===== config.mk =====
export PLATFORM = sky130hd
export DESIGN_NAME = poc_output
export DESIGN_NICKNAME = d
export VERILOG_FILES = /design/src/core/poc_pkg.sv /design/src/core/poc_delay.sv /design/src/core/poc_output.sv
export SDC_FILE = /design/constraint.sdc
export NUM_CORES = 1
export LEC_CHECK = 0
export ABC_AREA = 1
export BUFFER_PORTS_ARGS = -buffer_cell sky130_fd_sc_hd__buf_4
export CAP_MARGIN = 40
export CORE_ASPECT_RATIO = 1.2
export CORE_UTILIZATION = 45
export CTS_CLUSTER_SIZE = 16
export DETAILED_ROUTE_END_ITERATION = 8
export PLACE_DENSITY = 0.74
export SETUP_SLACK_MARGIN = 0.2
export SLEW_MARGIN = 0
export SYNTH_ARGS = -nofsm -noshare
export SYNTH_HDL_FRONTEND = slang
export SYNTH_SLANG_ARGS = --single-unit

===== constraint.sdc =====
create_clock -name clk_sys_i -period 3.99 [get_ports clk_sys_i]
set_input_delay 0.5985 -clock clk_sys_i [delete_from_list [all_inputs] [get_ports clk_sys_i]]
set_output_delay 0.5985 -clock clk_sys_i [all_outputs]
set_load 0.05 [all_outputs]

===== src/core/poc_pkg.sv =====
// Constants shared by the pixel output and clock select block
`default_nettype none
package poc_pkg;
  // ==========================================================
  // Register map
  localparam logic [7:0] SAMPLING_PHASE_OFS = 8'h04;
  localparam logic [7:0] OUTPUT_CLOCK_CONFIG_OFS = 8'h20;
  localparam logic [7:0] SAMPLING_PHASE_RST = 8'h00;
  localparam logic [7:0] OUTPUT_CLOCK_CONFIG_RST = 8'h00;
  // Data clock select field of output_clock_config
  localparam int DCLK_SEL_MSB = 7;
  localparam int DCLK_SEL_LSB = 6;
  // Sampling phase steps used from sampling_phase
  localparam int PHASE_MSB = 1;
  localparam int PHASE_LSB = 0;
  // ==========================================================
  // Data clock sources
  localparam logic [1:0] DCLK_PIXEL = 2'h0;
  localparam logic [1:0] DCLK_PIXEL_Q90 = 2'h1;
  localparam logic [1:0] DCLK_PIXEL_X2 = 2'h2;
  localparam logic [1:0] DCLK_INTERNAL = 2'h3;
  // ==========================================================
  // Timing
  localparam int CLK_FREQ_MHZ = 10;
  localparam int OSC_FREQ_MHZ = 40;
  localparam int OSC_HALF_RAW = CLK_FREQ_MHZ / (2 * OSC_FREQ_MHZ);
  localparam int OSC_HALF_CYC = (OSC_HALF_RAW < 1) ? 1 : OSC_HALF_RAW;
  localparam logic [1:0] PLL_LAST = 2'h3;
  localparam int SYNC_DEPTH = 3;
  localparam int PHASE_TAPS = 4;
  localparam int PIPE_DEPTH = 2;
  localparam int SAMPLE_W = 8;
endpackage : poc_pkg
`default_nettype wire


===== src/core/poc_delay.sv =====
// Shift register with every stage visible
`default_nettype none
module poc_delay #(
  parameter int W = 1,
  parameter int N = 2
) (
  input wire logic clk_sys_i,
  input wire logic sys_rst_i,
  input wire logic [W-1:0] d_i,
  output logic [N-1:0][W-1:0] taps_o
);
  typedef struct packed {
    logic [N-1:0][W-1:0] stage;
  } poc_delay_s;

  poc_delay_s q;
  poc_delay_s next_q;

  always_comb begin
    next_q = q;
    next_q.stage[0] = d_i;
    for (int i = 1; i < N; i++) begin
      next_q.stage[i] = q.stage[i-1];
    end
  end

  always_ff @(posedge clk_sys_i or posedge sys_rst_i) begin
    if (sys_rst_i) begin
      q <= '0;
    end else begin
      q <= next_q;
    end
  end

  assign taps_o = q.stage;
endmodule : poc_delay
`default_nettype wire


===== src/core/poc_output.sv =====
// Pixel data output stage with phase shift and data clock select
`default_nettype none
module poc_output
  import poc_pkg::*;
(
  input wire logic clk_sys_i,
  input wire logic sys_rst_i,
  input wire logic external_pixel_clock_input_i,
  input wire logic pixel_source_external_i,
  input wire logic [SAMPLE_W-1:0] red_sample_i,
  input wire logic [SAMPLE_W-1:0] green_sample_i,
  input wire logic [SAMPLE_W-1:0] blue_sample_i,
  input wire logic hsync_regen_i,
  input wire logic [7:0] reg_addr_i,
  input wire logic reg_wr_i,
  input wire logic [7:0] reg_wdata_i,
  output logic [7:0] reg_rd_data_o,
  output logic [SAMPLE_W-1:0] red_o,
  output logic [SAMPLE_W-1:0] green_o,
  output logic [SAMPLE_W-1:0] blue_o,
  output logic horizontal_sync_output_o,
  output logic output_data_clock_o
);
  localparam int PIPE_W = 3 * SAMPLE_W + 2;

  typedef struct packed {
    logic [7:0] sampling_phase;
    logic [7:0] output_clock_config;
    logic [7:0] rd_data;
    logic [1:0] pll_cnt;
    logic [1:0] pix_cnt;
    logic [1:0] osc_cnt;
    logic osc;
    logic [SAMPLE_W-1:0] red;
    logic [SAMPLE_W-1:0] green;
    logic [SAMPLE_W-1:0] blue;
    logic hsync;
    logic dclk;
  } poc_state_s;

  poc_state_s q;
  poc_state_s next_q;

  // ==========================================================
  // Pin synchronisers and pixel strobe
  logic [SYNC_DEPTH-1:0][1:0] sync_taps;
  logic [PHASE_TAPS-1:0][0:0] phase_taps;
  logic [PIPE_DEPTH-1:0][PIPE_W-1:0] pipe_taps;
  logic ext_sel;
  logic ext_edge;
  logic base_strobe;
  logic sample_stb;
  logic [PIPE_W-1:0] pipe_out;
  logic upd;
  logic [1:0] dclk_sel;

  poc_delay #(.W(2), .N(SYNC_DEPTH)) u_sync (
    .clk_sys_i(clk_sys_i),
    .sys_rst_i(sys_rst_i),
    .d_i({pixel_source_external_i, external_pixel_clock_input_i}),
    .taps_o(sync_taps)
  );

  assign ext_sel = sync_taps[1][1];
  assign ext_edge = sync_taps[1][0] & ~sync_taps[2][0];
  // Pixel timing from PLL divider or external clock edge
  assign base_strobe = ext_sel ? ext_edge : (q.pll_cnt == PLL_LAST);

  poc_delay #(.W(1), .N(PHASE_TAPS)) u_phase (
    .clk_sys_i(clk_sys_i),
    .sys_rst_i(sys_rst_i),
    .d_i(base_strobe),
    .taps_o(phase_taps)
  );

  // Phase delays only the sampling strobe; everything downstream follows it
  assign sample_stb = phase_taps[q.sampling_phase[PHASE_MSB:PHASE_LSB]][0];

  poc_delay #(.W(PIPE_W), .N(PIPE_DEPTH)) u_pipe (
    .clk_sys_i(clk_sys_i),
    .sys_rst_i(sys_rst_i),
    .d_i({sample_stb, hsync_regen_i, red_sample_i, green_sample_i, blue_sample_i}),
    .taps_o(pipe_taps)
  );

  assign pipe_out = pipe_taps[PIPE_DEPTH-1];
  assign upd = pipe_out[PIPE_W-1];
  assign dclk_sel = q.output_clock_config[DCLK_SEL_MSB:DCLK_SEL_LSB];

  // ==========================================================
  // Next state
  always_comb begin
    next_q = q;
    next_q.pll_cnt = q.pll_cnt + 2'h1;
    // Internal oscillator runs free of any pixel strobe
    if (q.osc_cnt == 2'(OSC_HALF_CYC - 1)) begin
      next_q.osc_cnt = 2'h0;
      next_q.osc = ~q.osc;
    end else begin
      next_q.osc_cnt = q.osc_cnt + 2'h1;
    end
    if (reg_wr_i && reg_addr_i == SAMPLING_PHASE_OFS) begin
      next_q.sampling_phase = reg_wdata_i;
    end
    if (reg_wr_i && reg_addr_i == OUTPUT_CLOCK_CONFIG_OFS) begin
      next_q.output_clock_config = reg_wdata_i;
    end
    case (reg_addr_i)
      SAMPLING_PHASE_OFS: next_q.rd_data = q.sampling_phase;
      OUTPUT_CLOCK_CONFIG_OFS: next_q.rd_data = q.output_clock_config;
      default: next_q.rd_data = 8'h00;
    endcase
    // Data, sync and pixel clock phase all restart on the same update
    if (upd) begin
      next_q.pix_cnt = 2'h0;
      next_q.red = pipe_out[3*SAMPLE_W-1:2*SAMPLE_W];
      next_q.green = pipe_out[2*SAMPLE_W-1:SAMPLE_W];
      next_q.blue = pipe_out[SAMPLE_W-1:0];
      next_q.hsync = pipe_out[PIPE_W-2];
    end else begin
      next_q.pix_cnt = q.pix_cnt + 2'h1;
    end
    // With DCLK_PIXEL the rising data clock edge falls mid-way through each data word
    case (dclk_sel)
      DCLK_PIXEL: next_q.dclk = next_q.pix_cnt[1];
      DCLK_PIXEL_Q90: next_q.dclk = next_q.pix_cnt[1] ^ ~next_q.pix_cnt[0];
      DCLK_PIXEL_X2: next_q.dclk = next_q.pix_cnt[0];
      DCLK_INTERNAL: next_q.dclk = next_q.osc;
      default: next_q.dclk = 1'b0;
    endcase
  end

  always_ff @(posedge clk_sys_i or posedge sys_rst_i) begin
    if (sys_rst_i) begin
      q <= '0;
      q.sampling_phase <= SAMPLING_PHASE_RST;
      q.output_clock_config <= OUTPUT_CLOCK_CONFIG_RST;
    end else begin
      q <= next_q;
    end
  end

  assign reg_rd_data_o = q.rd_data;
  assign red_o = q.red;
  assign green_o = q.green;
  assign blue_o = q.blue;
  assign horizontal_sync_output_o = q.hsync;
  assign output_data_clock_o = q.dclk;

  // ==========================================================
  // Checks
  AST_RED_LATENCY: assert property (@(posedge clk_sys_i) disable iff (sys_rst_i)
    sample_stb |-> ##3 red_o == $past(red_sample_i, 3))
    else $error("red output latency wrong");
  AST_BLUE_MSB: assert property (@(posedge clk_sys_i) disable iff (sys_rst_i)
    sample_stb |-> ##3 blue_o[7] == $past(blue_sample_i[7], 3))
    else $error("blue msb misplaced");
  AST_HSYNC_WITH_DATA: assert property (@(posedge clk_sys_i) disable iff (sys_rst_i)
    sample_stb |-> ##3 (horizontal_sync_output_o == $past(hsync_regen_i, 3))
      && (green_o == $past(green_sample_i, 3)))
    else $error("sync output not aligned with data");
  // Phase 2 picks the third tap: strobe shows three edges after the base strobe
  AST_PHASE_SHIFT: assert property (@(posedge clk_sys_i) disable iff (sys_rst_i)
    base_strobe && q.sampling_phase[1:0] == 2'h2 && !reg_wr_i ##1 !reg_wr_i [*2]
      |=> sample_stb)
    else $error("sampling phase shift wrong");
  AST_PIX_CLK: assert property (@(posedge clk_sys_i) disable iff (sys_rst_i)
    upd && dclk_sel == DCLK_PIXEL ##1 (!upd && dclk_sel == DCLK_PIXEL) [*2]
      |=> output_data_clock_o && $past(!output_data_clock_o, 2))
    else $error("pixel data clock wrong");
  AST_Q90_CLK: assert property (@(posedge clk_sys_i) disable iff (sys_rst_i)
    upd && dclk_sel == DCLK_PIXEL_Q90 ##1 (!upd && dclk_sel == DCLK_PIXEL_Q90)
      |=> !output_data_clock_o && $past(output_data_clock_o))
    else $error("shifted data clock wrong");
  AST_X2_CLK: assert property (@(posedge clk_sys_i) disable iff (sys_rst_i)
    upd && dclk_sel == DCLK_PIXEL_X2 ##1 (!upd && dclk_sel == DCLK_PIXEL_X2)
      |=> output_data_clock_o && $past(!output_data_clock_o))
    else $error("double rate data clock wrong");
  // Free oscillator at its shortest half period: toggles every cycle
  AST_INT_CLK: assert property (@(posedge clk_sys_i) disable iff (sys_rst_i)
    dclk_sel == DCLK_INTERNAL ##1 dclk_sel == DCLK_INTERNAL
      |=> output_data_clock_o != $past(output_data_clock_o))
    else $error("internal data clock wrong");
  AST_EXT_SOURCE: assert property (@(posedge clk_sys_i) disable iff (sys_rst_i)
    ext_sel && ext_edge |=> phase_taps[0][0])
    else $error("external clock edge lost");
  AST_CFG_WRITE: assert property (@(posedge clk_sys_i) disable iff (sys_rst_i)
    reg_wr_i && reg_addr_i == OUTPUT_CLOCK_CONFIG_OFS ##1 reg_addr_i == OUTPUT_CLOCK_CONFIG_OFS
      |=> reg_rd_data_o == $past(reg_wdata_i, 2))
    else $error("config register readback wrong");

  COV_PHASE_MOVE: cover property (@(posedge clk_sys_i) disable iff (sys_rst_i)
    reg_wr_i && reg_addr_i == SAMPLING_PHASE_OFS ##[1:20] upd);
  COV_EXT_CLOCK: cover property (@(posedge clk_sys_i) disable iff (sys_rst_i)
    ext_sel && ext_edge);
  COV_X2_SEL: cover property (@(posedge clk_sys_i) disable iff (sys_rst_i)
    dclk_sel == DCLK_PIXEL_X2 && upd);
  COV_INT_SEL: cover property (@(posedge clk_sys_i) disable iff (sys_rst_i)
    dclk_sel == DCLK_INTERNAL ##1 $rose(output_data_clock_o));
endmodule : poc_output
`default_nettype wire


==> results.ini <==
[outcome]
status=complete, no violations

[clocking]
cts_hold_buffers=0
clk_pin_slew_worst_paths_ns=0.06
clock_tree.buffer_depth=2
cts_buffers=17
cts_tree=done
clock_sink_count=118
post_cts_setup_buffer_count=0
cts_resized=0
htreeDepth=4
clock_insertion_delay_worst_skew_ns=0.50
cts_root_cell=clkbuf_8

[power_and_ir_drop]
net-switching-power_w=0.000988
vdd_drop_max_mv=0.327
power_density_over_the_cells_mw_per_mm2=667
post-layout-total-power_w=0.00348
p_sw_share_pct=28.4
p_int_w=0.00250
comb_power_share_pct=15.0
leakage_component_of_the_power_nw=2.71
clockPowerShare_pct=45.5
power.sequential.fraction_pct=39.5

[final_layout]
final_net_count=473
stdcell_count=554
area_taken_by_flip_flops_and_latches_mm2=0.00295
post_route_cells_drive_above_1_share_pct=29.1
fillerInstances=707
multi_input_comb_area_um2=822
area_growth_from_synthesis_to_layout_pct=26.4
num_antenna_cells=0

[timing]
max-slew-margin-rel_pct=41.2
report.final.slew_viol_count=0
finalSetupViolCount=0
unrepaired_setup_endpoints_after_global_routing=false
final_sum_of_negative_setup_slack_ns=0
final.min_clock_period_ns=1.81
max_freq_mhz=553
skew_ns=0.0133
worst_slew_pin_slew_ns=0.882
final_hold_fails=0
period_share_pct=45.4

[synth]
yosysSeqAreaShare_pct=71.4
synthesis.nets=414
synth.distinct_cells=24
synth.avg_cell_area_um2=11.3
number_of_storage_elements_in_the_synthesis_netlist=118
synth_area_mm2=0.00414
post_synth_inst_count=365
warnings_synthesis=0

[setup_path]
r2r_slack_ns=2.18
crit_arrival_ns=2.20
critical_path.reg2reg.startpoint=u_pipe.taps_o[51]
r2r-end=output_data_clock_o
crit_fanout=28
r2r_cells=5
worst-endpoint-required_ns=4.38
timing.critical_path.to_type=register
worst_setup_path_type=reg2reg
worstSetupStartpointType=register

[route]
m1WireLength_mm=2.95
route.top_layer_used=met4
wire_per_inst_um=12.5
drtIter0Drc=98
totalWireLength_mm=6.93
postRouteAntennaNets=0
wl_met3_um=303
detail_route.first_pass.iterations=4
routed-wl-met2_mm=3.65
average_via_count_per_standard_cell=4.49
vias=2485
route.detailed.drc=0

[placement]
gp_congestion=0.784
port_buffers=79
place_hpwl_mm=4.48
dpl.cell_count=522

[floorplanning]
placeableCoreArea_mm2=0.00875
vertical_die_dimension_um=107
dieWidth_um=89.5
io_pins=80
floorplan.rows=37
floorplan.initialDensity_pct=47.3
die_area_mm2=0.00958

[global_routing]
grt.overflow.total=0
grt_first_pass_wirelength_mm=11.3
largest_net_degree_at_the_start_of_global_routing=68
grtUsageTotal_pct=16.2
number_of_antenna_violations_at_the_first_check_in_global_routing=0
first_global_vias=2482

[flow_run]
max_cap_violations=0

[hold_path]
worst_hold_path_type=in2reg
worstHoldPathCells=1
holdCritStartpoint=green_sample_i[0]
holdPathEnd=u_pipe.taps_o[8]

how the worst max path moves through the flow:
| stage | to | cells after the start | start |
|---|---|---|---|
| floorplan | blue_o[0] | 1 | sys_rst_i |
| CTS | output_data_clock_o | 5 | u_pipe.taps_o[51] |
| finish | output_data_clock_o | 5 | u_pipe.taps_o[51] |
| global route | output_data_clock_o | 5 | u_pipe.taps_o[51] |
| detailed placement | output_data_clock_o | 5 | u_pipe.taps_o[51] |
| global placement | output_data_clock_o | 5 | u_pipe.taps_o[51] |
cells in the mapped netlist, drive strengths merged:
| cell type | count | area, um^2 |
|---|---|---|
| or2 | 1 | 6.26 |
| nand3 | 19 | 105 |
| nand4 | 1 | 6.26 |
| nor2 | 13 | 71.3 |
| nand3b | 1 | 7.51 |
| o21ai | 5 | 25.0 |
| inv | 17 | 63.8 |
| nand2 | 142 | 538 |
| ha | 3 | 37.5 |
| dfrtp | 118 | 2950 |
| buf | 40 | 294 |
| a21oi | 1 | 5.00 |
| clkbuf | 1 | 3.75 |
| a21boi | 1 | 7.51 |
| o22ai | 1 | 6.26 |
| and2 | 1 | 6.26 |
registers in the layout, indices dropped and copies added, names as in the netlist:
| signal | cells |
|---|---|
| reg_rd_data_o | 8 |
| blue_o | 8 |
| green_o | 8 |
| q | 21 |
| dclk_sel | 2 |
| red_o | 8 |
| output_data_clock_o | 1 |
| u_sync.taps_o | 5 |
| horizontal_sync_output_o | 1 |
| u_phase.taps_o | 4 |
| u_pipe.taps_o | 52 |
per-layer routing:
metal / up-vias / global-route usage, %
li1: 1216 / -
met1: 1203 / 19.5
met2: 62 / 26.3
met3: 4 / 5.70
met4: 0 / 6.46
met5: - / 0
power by group through the flow:
| stage | clock (W) | sequential (W) | combinational, W |
|---|---|---|---|
| finish | 0.00159 | 0.00138 | 0.000523 |
| global route | 0.00167 | 0.00139 | 0.000566 |
| CTS | 0.00162 | 0.00138 | 0.000530 |
| detailed placement | 0 | 0.00140 | 0.000525 |
| global placement | 0 | 0.00139 | 0.000516 |
| floorplan | 0 | 0.00140 | 0.000427 |
cells by family after synthesis:
| family | after synthesis | synth area share (%) |
|---|---|---|
| compound gates | 8 | 1.06 |
| fa+ha+maj | 3 | 0.908 |
| buf+inv | 58 | 8.74 |
| flops | 118 | 71.4 |
| simple gates | 178 | 17.9 |
worst max-delay path, stage by stage, from the launching register on:
cell     delay, ns
dfrtp_1       0.92
inv_2         0.42
nand4_1       0.22
nand2_1       0.06
nand2_1       0.06
inv_1         0.03
final cells by class:
cell class,count,share of cell area (%)
inverter,17,1.27
tap,117,2.80
timing repair buffer,81,11.6
clock buffer,17,7.92
clock inverter,15,4.16
multi-input combinational,189,15.7
sequential,118,56.5
through the flow:
| stage | cell area, um^2 | util, % | setup slack, ns | hold WS [ns] |
|---|---|---|---|---|
| finish | 5230 | 59.7 | 2.18 | 0.201 |
| global route | 5230 | 59.7 | 2.05 | 0.172 |
| CTS | 5230 | 59.7 | 2.17 | 0.176 |
| detailed placement | 4600 | 52.5 | 2.21 | 0.336 |
| global placement | 4600 | 52.5 | 2.26 | 0.332 |
| floorplan | 4140 | - | 0.262 | 0.331 |
cell usage in the layout (no fill, tap or decap), types with 2 or more instances in the layout:
master	count
nand2_2	2
nand3_2	2
o21ai_0	5
clkinv_4	5
dfrtp_1	118
inv_1	13
bufinv_16	4
clkbuf_16	16
nor2_2	3
inv_6	4
nand2_1	140
inv_2	3
buf_4	81
nor2_1	8
nor2_4	2
nand3_1	17
ha_1	3
(Power assumes the default switching activity.)
